--- config.mk ---
export PLATFORM = sky130hd
export DESIGN_NAME = embedded_clock_duty_modulator
export DESIGN_NICKNAME = d
export VERILOG_FILES = /design/src/common/ecdm_pkg.sv /design/src/common/ecdm_chan_if.sv /design/src/rtl/ecdm_req_sync.sv /design/src/rtl/ecdm_chan.sv /design/src/rtl/embedded_clock_duty_modulator.sv
export SDC_FILE = /design/constraint.sdc
export NUM_CORES = 1
export LEC_CHECK = 0
export ABC_AREA = 0
export BUFFER_PORTS_ARGS = -buffer_cell sky130_fd_sc_hd__buf_4
export CORE_UTILIZATION = 62
export CTS_BUF_LIST = sky130_fd_sc_hd__clkbuf_4 sky130_fd_sc_hd__clkbuf_8
export DETAILED_ROUTE_END_ITERATION = 6
export PLACE_DENSITY = 0.87
export REMOVE_ABC_BUFFERS = 1
export SLEW_MARGIN = 15
export SYNTH_ARGS = -nofsm -noshare
export SYNTH_HDL_FRONTEND = slang
export SYNTH_SLANG_ARGS = --single-unit
--- constraint.sdc ---
create_clock -name clk -period 4.6 [get_ports clk]
set_input_delay 0.92 -clock clk [delete_from_list [all_inputs] [get_ports clk]]
set_output_delay 0.92 -clock clk [all_outputs]
set_load 0.05 [all_outputs]
--- src/common/ecdm_pkg.sv ---
// Package with register map, field layout and constants of the duty modulator.
package ecdm_pkg;
  // ****************************************************************
  // Widths and counts.
  // ****************************************************************
  localparam int ADDR_W = 15;
  localparam int IDX_W = 13;
  localparam int DATA_W = 32;
  localparam int BYTE_W = 8;
  localparam int CNT_W = 28;
  localparam int STEP_W = 16;
  localparam int SHOT_W = 3;
  localparam int FB_DELAY_W = 2;
  localparam int CNT_TOP_W = 4;
  localparam int NUM_CNT = 3;
  localparam int NUM_DIV = 2;
  // ****************************************************************
  // Register indices; byte address is four times the index.
  // ****************************************************************
  localparam logic [IDX_W-1:0] IDX_STEP_LO = 13'h10C0;
  localparam logic [IDX_W-1:0] IDX_STEP_HI = 13'h10C1;
  localparam logic [IDX_W-1:0] IDX_CNT_FIRST = 13'h10C2;
  localparam logic [IDX_W-1:0] IDX_CNT_LAST = 13'h10CD;
  localparam logic [IDX_W-1:0] IDX_DIVIDER_C_EVENT_COUNT_TOP = 13'h10CD;
  localparam logic [IDX_W-1:0] IDX_FEEDBACK_SYNC_EDGE_DELAY = 13'h10CE;
  localparam logic [IDX_W-1:0] IDX_DIVIDER_A_MODULATOR_SETTINGS = 13'h10CF;
  localparam logic [IDX_W-1:0] IDX_DIVIDER_B_MODULATOR_SETTINGS = 13'h10D0;
  localparam logic [IDX_W-1:0] IDX_BURST_REQUEST_MODE = 13'h10D3;
  localparam logic [IDX_W-1:0] IDX_MODULATOR_STATUS = 13'h10E0;
  // ****************************************************************
  // Field positions and reset values.
  // ****************************************************************
  localparam int SET_EN_BIT = 0;
  localparam int SET_POL_BIT = 1;
  localparam int SET_SINGLE_BIT = 2;
  localparam int SET_BURST_BIT = 3;
  localparam int SET_W = 4;
  localparam int REQ_MODE_BIT = 6;
  localparam int ST_VALID_LSB = 0;
  localparam int ST_MOD_ON_BIT = 2;
  localparam int ST_REQ_BIT = 3;
  localparam int ST_SHOTS_A_LSB = 4;
  localparam int ST_SHOTS_B_LSB = 8;
  localparam int CNT_BYTE_SEL_W = 2;
  localparam logic [CNT_BYTE_SEL_W-1:0] CNT_TOP_BYTE = 2'h3;
  localparam logic [DATA_W-1:0] RESET_VALUE = 32'h0000_0000;
  localparam logic [SHOT_W-1:0] EDGE_SHOTS = 3'h5;
  localparam logic [1:0] ALIGN_OK = 2'h0;
endpackage

--- src/common/ecdm_chan_if.sv ---
// Interface carrying one divider's settings and modulator state.
`timescale 1ns/100ps
interface ecdm_chan_if;
  logic enable;
  logic polarity;
  logic single;
  logic burst_en;
  logic level_mode;
  logic req_level;
  logic req_rise;
  logic q_tick;
  logic [ecdm_pkg::CNT_W-1:0] count;
  logic event_start;
  logic mod_valid;
  logic mod_high;
  logic [ecdm_pkg::SHOT_W-1:0] shots_left;
  modport ctrl (
    output enable, polarity, single, burst_en, level_mode, req_level, req_rise, q_tick, count,
    input event_start, mod_valid, mod_high, shots_left
  );
  modport chan (
    input enable, polarity, single, burst_en, level_mode, req_level, req_rise, q_tick, count,
    output event_start, mod_valid, mod_high, shots_left
  );
endinterface // ecdm_chan_if

--- src/rtl/ecdm_req_sync.sv ---
// Two-stage synchroniser and rise detector for the burst request pin.
`timescale 1ns/100ps
module ecdm_req_sync (
  input wire logic clk,
  input wire logic rst_b,
  input wire logic ce,
  input wire logic pin_in,
  output logic level,
  output logic rise
);
  logic meta_reg;
  logic meta_next;
  logic sync_reg;
  logic sync_next;
  logic last_reg;
  logic last_next;

  always_comb begin
    meta_next = pin_in;
    sync_next = meta_reg;
    last_next = sync_reg;
  end

  always_ff @(posedge clk) begin
    if (!rst_b) begin
      meta_reg <= 1'b0;
      sync_reg <= 1'b0;
      last_reg <= 1'b0;
    end else if (ce) begin
      meta_reg <= meta_next;
      sync_reg <= sync_next;
      last_reg <= last_next;
    end
  end

  assign level = sync_reg;
  assign rise = sync_reg & ~last_reg;
endmodule // ecdm_req_sync

--- src/rtl/ecdm_chan.sv ---
// Event sequencer of one divider's duty-cycle modulator.
`timescale 1ns/100ps
module ecdm_chan (
  input wire logic clk,
  input wire logic rst_b,
  input wire logic ce,
  ecdm_chan_if.chan ch
);
  typedef enum logic [1:0] {ST_IDLE, ST_WAIT, ST_FIRST, ST_SECOND} ecdm_chan_state_e;
  ecdm_chan_state_e state_reg;
  ecdm_chan_state_e state_next;
  logic [ecdm_pkg::CNT_W-1:0] cnt_reg;
  logic [ecdm_pkg::CNT_W-1:0] cnt_next;
  logic [ecdm_pkg::SHOT_W-1:0] shots_reg;
  logic [ecdm_pkg::SHOT_W-1:0] shots_next;
  logic valid_reg;
  logic valid_next;
  logic high_reg;
  logic high_next;
  logic start_reg;
  logic start_next;
  logic fire_ok;

  always_comb begin
    state_next = state_reg;
    cnt_next = cnt_reg;
    shots_next = shots_reg;
    valid_next = valid_reg;
    high_next = high_reg;
    start_next = 1'b0;
    fire_ok = !ch.burst_en || (ch.level_mode ? ch.req_level : (shots_reg != '0));
    if (!ch.enable) begin
      state_next = ST_IDLE;
      cnt_next = '0;
      shots_next = '0;
      valid_next = 1'b0;
      high_next = 1'b0;
    end else begin
      unique case (state_reg)
        ST_IDLE: begin
          state_next = ST_WAIT;
          cnt_next = '0;
        end
        ST_WAIT: begin
          if (ch.q_tick) begin
            if (cnt_reg >= ch.count && fire_ok) begin
              state_next = ST_FIRST;
              cnt_next = '0;
              start_next = 1'b1;
              valid_next = 1'b1;
              high_next = ch.polarity;
              if (ch.burst_en && !ch.level_mode) begin
                shots_next = shots_reg - 1'b1;
              end
            end else if (cnt_reg != '1) begin
              cnt_next = cnt_reg + 1'b1;
            end
          end
        end
        ST_FIRST: begin
          if (ch.q_tick) begin
            if (ch.single) begin
              state_next = ST_WAIT;
              valid_next = 1'b0;
            end else begin
              state_next = ST_SECOND;
              high_next = ~ch.polarity;
            end
          end
        end
        ST_SECOND: begin
          if (ch.q_tick) begin
            state_next = ST_WAIT;
            valid_next = 1'b0;
          end
        end
      endcase
      if (ch.burst_en && !ch.level_mode && ch.req_rise) begin
        shots_next = ecdm_pkg::EDGE_SHOTS;
      end
    end
  end

  always_ff @(posedge clk) begin
    if (!rst_b) begin
      state_reg <= ST_IDLE;
      cnt_reg <= '0;
      shots_reg <= '0;
      valid_reg <= 1'b0;
      high_reg <= 1'b0;
      start_reg <= 1'b0;
    end else if (ce) begin
      state_reg <= state_next;
      cnt_reg <= cnt_next;
      shots_reg <= shots_next;
      valid_reg <= valid_next;
      high_reg <= high_next;
      start_reg <= start_next;
    end
  end

  assign ch.event_start = start_reg;
  assign ch.mod_valid = valid_reg;
  assign ch.mod_high = high_reg;
  assign ch.shots_left = shots_reg;
endmodule // ecdm_chan

--- src/rtl/embedded_clock_duty_modulator.sv ---
// Top of the embedded clock duty modulator with its Avalon-MM register slave.
//
// Added by the designer: the Avalon-MM interface to the registers.
`timescale 1ns/100ps
// Contract
// - Events spaced by programmed Q-cycle count.
// - Feedback sync edge delayed zero to three.
// - Sync delay only used while modulating.
// - Edge request yields exactly five events.
// - Level request gives continuous events.
// - Bit two picks balanced or single pulse.
// - Bit one sets event polarity.
// - Bit zero enables; settings reset zero.
// - Sixteen-bit step in half clock cycles.
// - Request mode selects edge or level.
module embedded_clock_duty_modulator #(
  parameter int NUM_DIV = ecdm_pkg::NUM_DIV
) (
  input wire logic clk,
  input wire logic rst_b,
  input wire logic ce,
  input wire logic [ecdm_pkg::ADDR_W-1:0] avs_address,
  input wire logic avs_read,
  input wire logic avs_write,
  input wire logic [ecdm_pkg::DATA_W-1:0] avs_writedata,
  output logic [ecdm_pkg::DATA_W-1:0] avs_readdata,
  output logic avs_waitrequest,
  input wire logic q_cycle_tick,
  input wire logic burst_request_pin,
  output logic [ecdm_pkg::STEP_W-1:0] mod_step,
  output logic [NUM_DIV-1:0] mod_valid,
  output logic [NUM_DIV-1:0] mod_high,
  output logic fb_sync
);
  // ****************************************************************
  // Declarations.
  // ****************************************************************
  localparam int DLY_LEN = 1 << ecdm_pkg::FB_DELAY_W;

  logic [ecdm_pkg::STEP_W-1:0] step_reg;
  logic [ecdm_pkg::STEP_W-1:0] step_next;
  logic [ecdm_pkg::DATA_W-1:0] cnt_reg [ecdm_pkg::NUM_CNT];
  logic [ecdm_pkg::DATA_W-1:0] cnt_next [ecdm_pkg::NUM_CNT];
  logic [ecdm_pkg::FB_DELAY_W-1:0] feedback_sync_edge_delay_reg;
  logic [ecdm_pkg::FB_DELAY_W-1:0] feedback_sync_edge_delay_next;
  logic [ecdm_pkg::SET_W-1:0] settings_reg [NUM_DIV];
  logic [ecdm_pkg::SET_W-1:0] settings_next [NUM_DIV];
  logic req_mode_reg;
  logic req_mode_next;
  logic [ecdm_pkg::DATA_W-1:0] readdata_reg;
  logic [ecdm_pkg::DATA_W-1:0] readdata_next;
  logic waitrequest_reg;
  logic waitrequest_next;
  logic [DLY_LEN-1:0] base_hist_reg;
  logic [DLY_LEN-1:0] base_hist_next;
  logic fb_sync_reg;
  logic fb_sync_next;

  logic [ecdm_pkg::IDX_W-1:0] idx;
  logic aligned;
  logic wr_take;
  logic rd_take;
  logic [ecdm_pkg::IDX_W-1:0] cnt_off;
  logic [1:0] cnt_sel;
  logic [ecdm_pkg::CNT_BYTE_SEL_W-1:0] cnt_byte;
  logic [ecdm_pkg::BYTE_W-1:0] wr_byte;
  logic cnt_hit;
  logic req_level;
  logic req_rise;
  logic mod_on;
  logic base_edge;
  logic [ecdm_pkg::FB_DELAY_W-1:0] eff_delay;
  logic [NUM_DIV-1:0] start_vec;
  logic [NUM_DIV-1:0] valid_vec;
  logic [NUM_DIV-1:0] high_vec;
  logic [ecdm_pkg::SHOT_W-1:0] shots_vec [NUM_DIV];

  ecdm_chan_if ch_if [NUM_DIV] ();

  // ****************************************************************
  // Burst request synchroniser.
  // ****************************************************************
  ecdm_req_sync u_req_sync (
    .clk(clk),
    .rst_b(rst_b),
    .ce(ce),
    .pin_in(burst_request_pin),
    .level(req_level),
    .rise(req_rise)
  );

  // ****************************************************************
  // Divider modulators.
  // ****************************************************************
  for (genvar g = 0; g < NUM_DIV; g++) begin : g_div
    assign ch_if[g].enable = settings_reg[g][ecdm_pkg::SET_EN_BIT];
    assign ch_if[g].polarity = settings_reg[g][ecdm_pkg::SET_POL_BIT];
    assign ch_if[g].single = settings_reg[g][ecdm_pkg::SET_SINGLE_BIT];
    assign ch_if[g].burst_en = settings_reg[g][ecdm_pkg::SET_BURST_BIT];
    assign ch_if[g].level_mode = req_mode_reg;
    assign ch_if[g].req_level = req_level;
    assign ch_if[g].req_rise = req_rise;
    assign ch_if[g].q_tick = q_cycle_tick;
    assign ch_if[g].count = cnt_reg[g][ecdm_pkg::CNT_W-1:0];
    assign start_vec[g] = ch_if[g].event_start;
    assign valid_vec[g] = ch_if[g].mod_valid;
    assign high_vec[g] = ch_if[g].mod_high;
    assign shots_vec[g] = ch_if[g].shots_left;

    ecdm_chan u_chan (
      .clk(clk),
      .rst_b(rst_b),
      .ce(ce),
      .ch(ch_if[g])
    );
  end

  // ****************************************************************
  // Bus decode.
  // ****************************************************************
  always_comb begin
    idx = avs_address[ecdm_pkg::ADDR_W-1:2];
    aligned = (avs_address[1:0] == ecdm_pkg::ALIGN_OK);
    wr_take = avs_write && !waitrequest_reg && aligned;
    rd_take = avs_read && waitrequest_reg && aligned;
    cnt_off = idx - ecdm_pkg::IDX_CNT_FIRST;
    cnt_sel = cnt_off[3:2];
    cnt_byte = cnt_off[1:0];
    cnt_hit = (idx >= ecdm_pkg::IDX_CNT_FIRST) && (idx <= ecdm_pkg::IDX_CNT_LAST);
    wr_byte = avs_writedata[ecdm_pkg::BYTE_W-1:0];
    if (cnt_hit) begin
      if (cnt_byte == ecdm_pkg::CNT_TOP_BYTE) begin
        wr_byte = {{(ecdm_pkg::BYTE_W-ecdm_pkg::CNT_TOP_W){1'b0}}, avs_writedata[ecdm_pkg::CNT_TOP_W-1:0]};
      end
    end
  end

  // ****************************************************************
  // Register file next values.
  // ****************************************************************
  always_comb begin
    step_next = step_reg;
    cnt_next = cnt_reg;
    feedback_sync_edge_delay_next = feedback_sync_edge_delay_reg;
    settings_next = settings_reg;
    req_mode_next = req_mode_reg;
    if (wr_take) begin
      if (cnt_hit) begin
        cnt_next[cnt_sel][cnt_byte*ecdm_pkg::BYTE_W +: ecdm_pkg::BYTE_W] = wr_byte;
      end
      unique case (idx)
        ecdm_pkg::IDX_STEP_LO: step_next[ecdm_pkg::BYTE_W-1:0] = wr_byte;
        ecdm_pkg::IDX_STEP_HI: step_next[ecdm_pkg::STEP_W-1:ecdm_pkg::BYTE_W] = wr_byte;
        ecdm_pkg::IDX_FEEDBACK_SYNC_EDGE_DELAY: begin
          feedback_sync_edge_delay_next = avs_writedata[ecdm_pkg::FB_DELAY_W-1:0];
        end
        ecdm_pkg::IDX_DIVIDER_A_MODULATOR_SETTINGS: settings_next[0] = avs_writedata[ecdm_pkg::SET_W-1:0];
        ecdm_pkg::IDX_DIVIDER_B_MODULATOR_SETTINGS: settings_next[1] = avs_writedata[ecdm_pkg::SET_W-1:0];
        ecdm_pkg::IDX_BURST_REQUEST_MODE: req_mode_next = avs_writedata[ecdm_pkg::REQ_MODE_BIT];
        default: begin
        end
      endcase
    end
  end

  // ****************************************************************
  // Read data and wait request.
  // ****************************************************************
  always_comb begin
    readdata_next = readdata_reg;
    waitrequest_next = ~((avs_read || avs_write) && waitrequest_reg);
    if (rd_take) begin
      readdata_next = ecdm_pkg::RESET_VALUE;
      if (cnt_hit) begin
        readdata_next[ecdm_pkg::BYTE_W-1:0] = cnt_reg[cnt_sel][cnt_byte*ecdm_pkg::BYTE_W +: ecdm_pkg::BYTE_W];
      end
      unique case (idx)
        ecdm_pkg::IDX_STEP_LO: readdata_next[ecdm_pkg::BYTE_W-1:0] = step_reg[ecdm_pkg::BYTE_W-1:0];
        ecdm_pkg::IDX_STEP_HI: begin
          readdata_next[ecdm_pkg::BYTE_W-1:0] = step_reg[ecdm_pkg::STEP_W-1:ecdm_pkg::BYTE_W];
        end
        ecdm_pkg::IDX_FEEDBACK_SYNC_EDGE_DELAY: begin
          readdata_next[ecdm_pkg::FB_DELAY_W-1:0] = feedback_sync_edge_delay_reg;
        end
        ecdm_pkg::IDX_DIVIDER_A_MODULATOR_SETTINGS: readdata_next[ecdm_pkg::SET_W-1:0] = settings_reg[0];
        ecdm_pkg::IDX_DIVIDER_B_MODULATOR_SETTINGS: readdata_next[ecdm_pkg::SET_W-1:0] = settings_reg[1];
        ecdm_pkg::IDX_BURST_REQUEST_MODE: readdata_next[ecdm_pkg::REQ_MODE_BIT] = req_mode_reg;
        ecdm_pkg::IDX_MODULATOR_STATUS: begin
          readdata_next[ecdm_pkg::ST_VALID_LSB +: NUM_DIV] = valid_vec;
          readdata_next[ecdm_pkg::ST_MOD_ON_BIT] = mod_on;
          readdata_next[ecdm_pkg::ST_REQ_BIT] = req_level;
          readdata_next[ecdm_pkg::ST_SHOTS_A_LSB +: ecdm_pkg::SHOT_W] = shots_vec[0];
          readdata_next[ecdm_pkg::ST_SHOTS_B_LSB +: ecdm_pkg::SHOT_W] = shots_vec[1];
        end
        default: begin
        end
      endcase
    end
  end

  // ****************************************************************
  // Feedback sync edge delay.
  // ****************************************************************
  always_comb begin
    mod_on = 1'b0;
    for (int i = 0; i < NUM_DIV; i++) begin
      mod_on = mod_on | settings_reg[i][ecdm_pkg::SET_EN_BIT];
    end
    base_edge = |start_vec;
    eff_delay = mod_on ? feedback_sync_edge_delay_reg : '0;
    base_hist_next = {base_hist_reg[DLY_LEN-2:0], base_edge};
    fb_sync_next = mod_on && base_hist_reg[eff_delay];
  end

  // ****************************************************************
  // State registers.
  // ****************************************************************
  always_ff @(posedge clk) begin
    if (!rst_b) begin
      step_reg <= '0;
      for (int i = 0; i < ecdm_pkg::NUM_CNT; i++) begin
        cnt_reg[i] <= ecdm_pkg::RESET_VALUE;
      end
      feedback_sync_edge_delay_reg <= '0;
      for (int i = 0; i < NUM_DIV; i++) begin
        settings_reg[i] <= '0;
      end
      req_mode_reg <= 1'b0;
      readdata_reg <= ecdm_pkg::RESET_VALUE;
      waitrequest_reg <= 1'b1;
      base_hist_reg <= '0;
      fb_sync_reg <= 1'b0;
    end else if (ce) begin
      step_reg <= step_next;
      cnt_reg <= cnt_next;
      feedback_sync_edge_delay_reg <= feedback_sync_edge_delay_next;
      settings_reg <= settings_next;
      req_mode_reg <= req_mode_next;
      readdata_reg <= readdata_next;
      waitrequest_reg <= waitrequest_next;
      base_hist_reg <= base_hist_next;
      fb_sync_reg <= fb_sync_next;
    end
  end

  // ****************************************************************
  // Outputs.
  // ****************************************************************
  assign avs_readdata = readdata_reg;
  assign avs_waitrequest = waitrequest_reg;
  assign mod_step = step_reg;
  assign mod_valid = valid_vec;
  assign mod_high = high_vec;
  assign fb_sync = fb_sync_reg;
endmodule // embedded_clock_duty_modulator

## After elaboration in Yosys (flattened, before gate mapping)

Index checks and enable logic that the tools add are counted.

| operators by class | value |
|---|---|
| add/sub/neg operators | 6 |
| order comparisons | 7 |
| eq/ne operators | 44 |
| shifts and indexed selects | 3 |
| mux-type cells | 88 |
| bitwise operators | 7 |
| reduce and logical (&&, ||, !) cells | 45 |

Operator list:

| operator | number |
|---|---|
| two-way mux 28 bit | 8 |
| one-hot mux 28 bit (2 select lines) | 2 |
| bitwise mux 96 bit | 1 |
| two-way mux 32 bit | 3 |
| equality test 13 bit, second input constant | 7 |
| binary-select mux 32 bit (select 2 bit) | 1 |
| demux 32 bit (select 2 bit) | 1 |
| adder 28 x 1 -> 28 bit, second input constant | 2 |
| greater-or-equal comparator 28 bit | 2 |
| inequality test 28 bit, second input constant | 2 |
| two-way mux 3 bit | 13 |
| negation 5 -> 34 bit | 1 |
| variable shift 8 x 34 -> 32 bit, first input constant | 1 |
| indexed part select 8 x 34 -> 32 bit | 1 |
| two-way mux 1 bit | 32 |
| indexed part select 32 x 6 -> 8 bit | 1 |
| inequality test 3 x 1 -> 1 bit, second input constant | 10 |
| inequality test 3 bit, second input constant | 10 |
| two-way mux 2 bit | 12 |
| two-way mux 8 bit | 3 |
| AND reduction 3 bit | 7 |
| AND reduction 5 bit | 4 |
| one-hot mux 2 bit (4 select lines) | 2 |
| logical AND 1 bit | 14 |
| other kinds (32) | 60 |

| word-level totals | value |
|---|---|
| register bits | 215 |
| input bits | 54 |
| output and inout port bits | 54 |
| word-level logic and storage cells | 228 |

## Depth between registers and ports, before layout

| logic depth | value |
|---|---|
| depth after elaboration | 9 |
| mapped depth | 12 |
| depth with buffers taken out | 9 |

## Hierarchy

From an unflattened synthesis, not the netlist that was laid out.

| unflattened totals | value |
|---|---|
| cells, all modules | 1621 |
| area, all modules | 12927.4 um^2 |

By module, submodules not included:

| module | times used | cells each | area an instance (um^2) | seq. area each (um^2) |
|---|---|---|---|---|
| embedded_clock_duty_modulator | 1 | 827 | 6979.2 | 2802.7 |
| ecdm_chan | 2 | 392 | 2916.5 | 720.7 |
| ecdm_req_sync | 1 | 10 | 115.1 | 60.1 |

## Worst setup path before layout

OpenSTA, ideal clock, no wires.

| path | value |
|---|---|
| kind | input to register |
| start point | input avs_address[3] (netlist name) |
| end point | register readdata_reg (netlist bit avs_readdata[2]) |
| setup time | 0.129 ns |
| data arrival time | 3.567 ns |
| data required time | 4.471 ns |
| path slack | 0.903 ns |
| stages on the path | 12 |
| buffers on the path | 4 |
| cells stage by stage | clkbuf_1 > clkinv_1 > clkbuf_1 > ha_1 > xnor2_2 > buf_2 > buf_2 > mux2_2 > a221oi_1 > nor3_1 > o211ai_1 > a31oi_1 |

| between the ends | value |
|---|---|
| longest elaborated chain between the ends | 8 |
| elaborated cells between the ends (all ways) | 16 |
| classes of those cells | add/sub (1); order compare (2); eq/ne (5); shift (1); mux (5); bitwise (1); reduce/logical (1) |

Ends and longest elaborated chain:

| what | line | source |
|---|---|---|
| start, declared | embedded_clock_duty_modulator.sv:22 | `input wire logic [ecdm_pkg::ADDR_W-1:0] avs_address,` |
| subtractor 4 x 2 -> 4 bit | embedded_clock_duty_modulator.sv:126 | `cnt_off = idx - ecdm_pkg::IDX_CNT_FIRST;` |
| inverter 2 -> 3 bit (not written as such) | embedded_clock_duty_modulator.sv:175 | `readdata_next[ecdm_pkg::BYTE_W-1:0] = cnt_reg[cnt_sel][cnt_byte*ecdm_pkg::BYTE_W +: ecdm_pkg::BYTE_W];` |
| binary-select mux 32 bit (select 2 bit) | embedded_clock_duty_modulator.sv:175 |  |
| two-way mux 32 bit (not written as such) (2 in series) | embedded_clock_duty_modulator.sv:175 |  |
| indexed part select 32 x 6 -> 8 bit | embedded_clock_duty_modulator.sv:175 |  |
| two-way mux 8 bit | embedded_clock_duty_modulator.sv:174 | `if (cnt_hit) begin` |
| one-hot mux 2 bit (5 select lines) * | embedded_clock_duty_modulator.sv:177 | `unique case (idx)` |
| end signal, assigned | embedded_clock_duty_modulator.sv:229 | `readdata_reg <= ecdm_pkg::RESET_VALUE;` |
| end signal, assigned | embedded_clock_duty_modulator.sv:239 | `readdata_reg <= readdata_next;` |
| end, declared | embedded_clock_duty_modulator.sv:50 | `logic [ecdm_pkg::DATA_W-1:0] readdata_reg;` |

Every way passes the cells marked *; elsewhere a longest branch is shown, timed or not. The select of a mux whose other input is x is not followed.
A chain may end at the register's enable or synchronous reset.

## Final worst setup path

| path | value |
|---|---|
| start point | register cnt_reg (netlist bit ch_if[0].count[17]) |
| end point | register g_div[0].u_chan.cnt_reg[7] (netlist name) |

| between the ends | value |
|---|---|
| longest elaborated chain between the ends | 6 |
| elaborated cells between the ends (all ways) | 8 |
| classes of those cells | order compare (1); eq/ne (1); mux (4); reduce/logical (2) |

Ends and longest elaborated chain:

| what | line | source |
|---|---|---|
| start, declared | embedded_clock_duty_modulator.sv:42 | `logic [ecdm_pkg::DATA_W-1:0] cnt_reg [ecdm_pkg::NUM_CNT];` |
| start signal, assigned by index | embedded_clock_duty_modulator.sv:222 | `cnt_reg[i] <= ecdm_pkg::RESET_VALUE;` |
| start signal, assigned | embedded_clock_duty_modulator.sv:235 | `cnt_reg <= cnt_next;` |
| greater-or-equal comparator 28 bit * | ecdm_chan.sv:46 | `if (cnt_reg >= ch.count && fire_ok) begin` |
| logical AND 1 bit * | ecdm_chan.sv:46 |  |
| two-way mux 28 bit | ecdm_chan.sv:46 |  |
| two-way mux 28 bit | ecdm_chan.sv:45 | `if (ch.q_tick) begin` |
| one-hot mux 28 bit (2 select lines) | ecdm_chan.sv:39 | `unique case (state_reg)` |
| two-way mux 28 bit | ecdm_chan.sv:32 | `if (!ch.enable) begin` |
| end signal, assigned | ecdm_chan.sv:94 | `cnt_reg <= cnt_next;` |
| end, declared | ecdm_chan.sv:12 | `logic [ecdm_pkg::CNT_W-1:0] cnt_reg;` |

Marked as above.

==> flow_summary_export.csv <==
group,metric,value,unit
logic_synthesis,synth.most_common_cell,"dfxtp_1",
setup_path,required,5.01,ns
clock_tree,cts_buffers,39,
setup_path,crit_chain,"inv_1 > ha_1 > and4_1 > a221oi_1 > o211ai_1 > a21oi_1 > nand2_1 > o311ai_0",
logic_synthesis,ys.warnings.count,0,
clock_tree,root_buffer,"clkbuf_8",
sta,fin_crit_sh,0.791,
clock_tree,tritoncts,"done",
global_routing,grt_max_degree,61,
route,initialDrtViolationCount,1479,
final_layout,final_nets,1750,
power_and_ir_drop,ir_drop,0.276,mV
power_and_ir_drop,power,4.08,mW
floorplanning,initial_core_util,0.637,
final_layout,antennaDiodeCount,0,
route,routed_wl,38600,um
route,wl_met2,17400,um
logic_synthesis,synth_area_leaders,"dfxtp_1 33%, ha_1 7.6%, mux2i_1 6.6%, nand2_1 4.3%, nor2_1 4.3%",
power_and_ir_drop,p_per_area,287,mW/mm2
sta,finalSetupViolations,0,
sta,setup_ws,0.963,ns
logic_synthesis,syn-instance-count,1591,
final_layout,synthToLayoutAreaGrowth,9.62,%
logic_synthesis,syn-cell-area,0.0130,mm2
logic_synthesis,ys_async_sr_fraction,0,
clock_tree,clk_pin_slew_worst_paths,0.07,ns
global_routing,grt_first_pass_wirelength,61800,um
logic_synthesis,synth.top_cell.area_share,0.332,
power_and_ir_drop,leakage,5.81,nW
sta,slew_viol_final,0,
setup_path,critPathKind,"reg2reg",
place,pre_cts_ws,0.884,ns
global_routing,antenna_found_initial,1,
route,route.met3.wl,3750,um
floorplanning,die_x,147,um
setup_path,critical_path.max_fanout,9,
logic_synthesis,ys_top_cells_by_count,"215 x dfxtp_1, 148 x nand2_1, 148 x nor2_1, 99 x a21oi_1, 96 x nand3_1",
logic_synthesis,synth_edf_count,0,
place,port_buffers,62,
setup_path,endpoint_kind,"register",
route,wl_met1,15300,um
place,dp_hpwl,26800,um
logic_synthesis,avgSynthCellArea,8.15,um2
clock_tree,cts_setup_buffers,0,
final_layout,drive_gt1_frac,0.138,
clock_tree,cts.sinks,215,
logic_synthesis,ys.flop_type,"dfxtp_1",
run_status,status,"finished, final reports clean",
logic_synthesis,synth.distinct_cells,85,
route,highest_layer,"met4",
clock_tree,clk-insertion-delay-late,0.57,ns
clock_tree,cts_max_level,2,
floorplanning,core_area,0.0204,mm2
run,cap_viol_max_count,0,
clock_tree,cts_resized,0,
final_layout,nFillCells,1574,
route,viasPerCell,6.65,
sta,relSlewSlack,0.301,
clock_tree,clock_path_buffers,3,
final_layout,fin_util,0.698,
route,antenna_left,0,
setup_path,arrival,4.04,ns
global_routing,grt_pass1_vias,12017,
route,drc_errors,0,
sta,tightest_slew,1.05,ns
floorplanning,chipHeight,147,um
logic_synthesis,ys_seq_area_frac,0.332,
setup_path,worst_setup_path_start_kind,"register",
sta,hold_viol,0,
floorplanning,die-area,0.0215,mm2
sta,period_needed,3.64,ns
global_routing,grt-ovfl-total,0,
sta,hold_slack,0.455,ns
logic_synthesis,ys_seq_elements,215,
sta,fmax,275,MHz
setup_path,critical_path.max_stage_delay,0.79,ns
global_routing,gr-usage-all-layers,0.356,
sta,rsz0062_at_grt,"no",
route,num_vias,12749,
logic_synthesis,yosys.area.top_type,"dfxtp_1",
floorplanning,rows,52,
route,dr.pass1.iters,6,
route,avgRoutedWirePerCell,20.1,um
sta,skew,0.0394,ns
sta,tns,0,ns
floorplanning,pin_count,108,
setup_path,crit_slowest_cell,"a21oi_1",
clock_tree,postCtsHoldBufs,0,
hold_path,hold_class,"reg2reg",
place,gp_congestion,0.929,
==> final timing paths <==
path / from / end / slack, ns / cells after the start
min: cnt_reg[10] / cnt_reg[10] / 0.46 / 2
min reg2reg: cnt_reg[10] / cnt_reg[10] / 0.46 / 2
max reg2reg: ch_if[0].count[17] / g_div[0].u_chan.cnt_reg[7] / 0.96 / 8
max: ch_if[0].count[17] / g_div[0].u_chan.cnt_reg[7] / 0.96 / 8
==> placed cells by master, fill, tap and decap left out, types with 11 or more instances in the layout <==
cell / n
clkbuf_8: 48
clkbuf_4: 11
nand2_1: 148
conb_1: 21
and4_1: 15
nand3_1: 96
buf_4: 80
o21ai_0: 48
mux2_2: 33
and3_1: 18
dfxtp_1: 215
mux2i_1: 85
nor2_1: 148
nor4_1: 16
ha_1: 79
nand2b_1: 11
a31oi_1: 63
and2_1: 24
o211ai_1: 17
nor3_1: 33
or3_1: 26
nor2b_1: 11
inv_1: 79
nand4_1: 42
a221oi_1: 42
a21oi_1: 99
==> cell type report <==
cell class	count	area (um2)	share of cell area
Multi-Input combinational cell	1200	7850	0.552
Sequential cell	215	4300	0.303
Clock buffer	59	743	0.0523
Timing Repair Buffer	80	601	0.0422
Tap cell	270	338	0.0238
Inverter	81	307	0.0216
Clock inverter	12	80.1	0.00563
==> metal layers <==
metal  vias up  track usage
li1       5837            -
met1      5946        0.457
met2       820        0.557
met3       146       0.0653
met4         0        0.215
met5         -            0
==> power by group <==
part,internal (mW),switching (mW),leakage (nW)
clock network,1.04,0.865,0.439
logic,0.0747,0.226,3.64
registers,1.87,0.00556,1.73
total,2.99,1.10,5.81
==> per-stage QoR <==
stage / instance area (um2) / cells
6_report: 14200 / 1917
5_1_grt: 14200 / 1917
4_1_cts: 14200 / 1917
3_5_place_dp: 13400 / 1846
3_3_place_gp: 13400 / 1846
2_1_floorplan: 12400 / 1496
==> worst max-delay path, delay by kind of cell, from the launching register on <==
kind,cells,cell delay [ns]
AO/OA/AOI/OAI,4,1.93
buffers and inverters,1,0.09
adder cells (fa/ha/maj),1,0.33
AND/OR/NAND/NOR,2,0.73
flip-flops,1,0.40
==> kinds of logic after synthesis <==
logic type	synth area share
AOI/OAI and AO/OA	0.168
adders and majority gates	0.0762
buffers and inverters	0.0708
DFF	0.332
xor gates and xnor gates	0.00261
muxes	0.0960
and+or+nand+nor	0.254
other	0.000289
No activity file was read; power rests on OpenSTA's default activity.
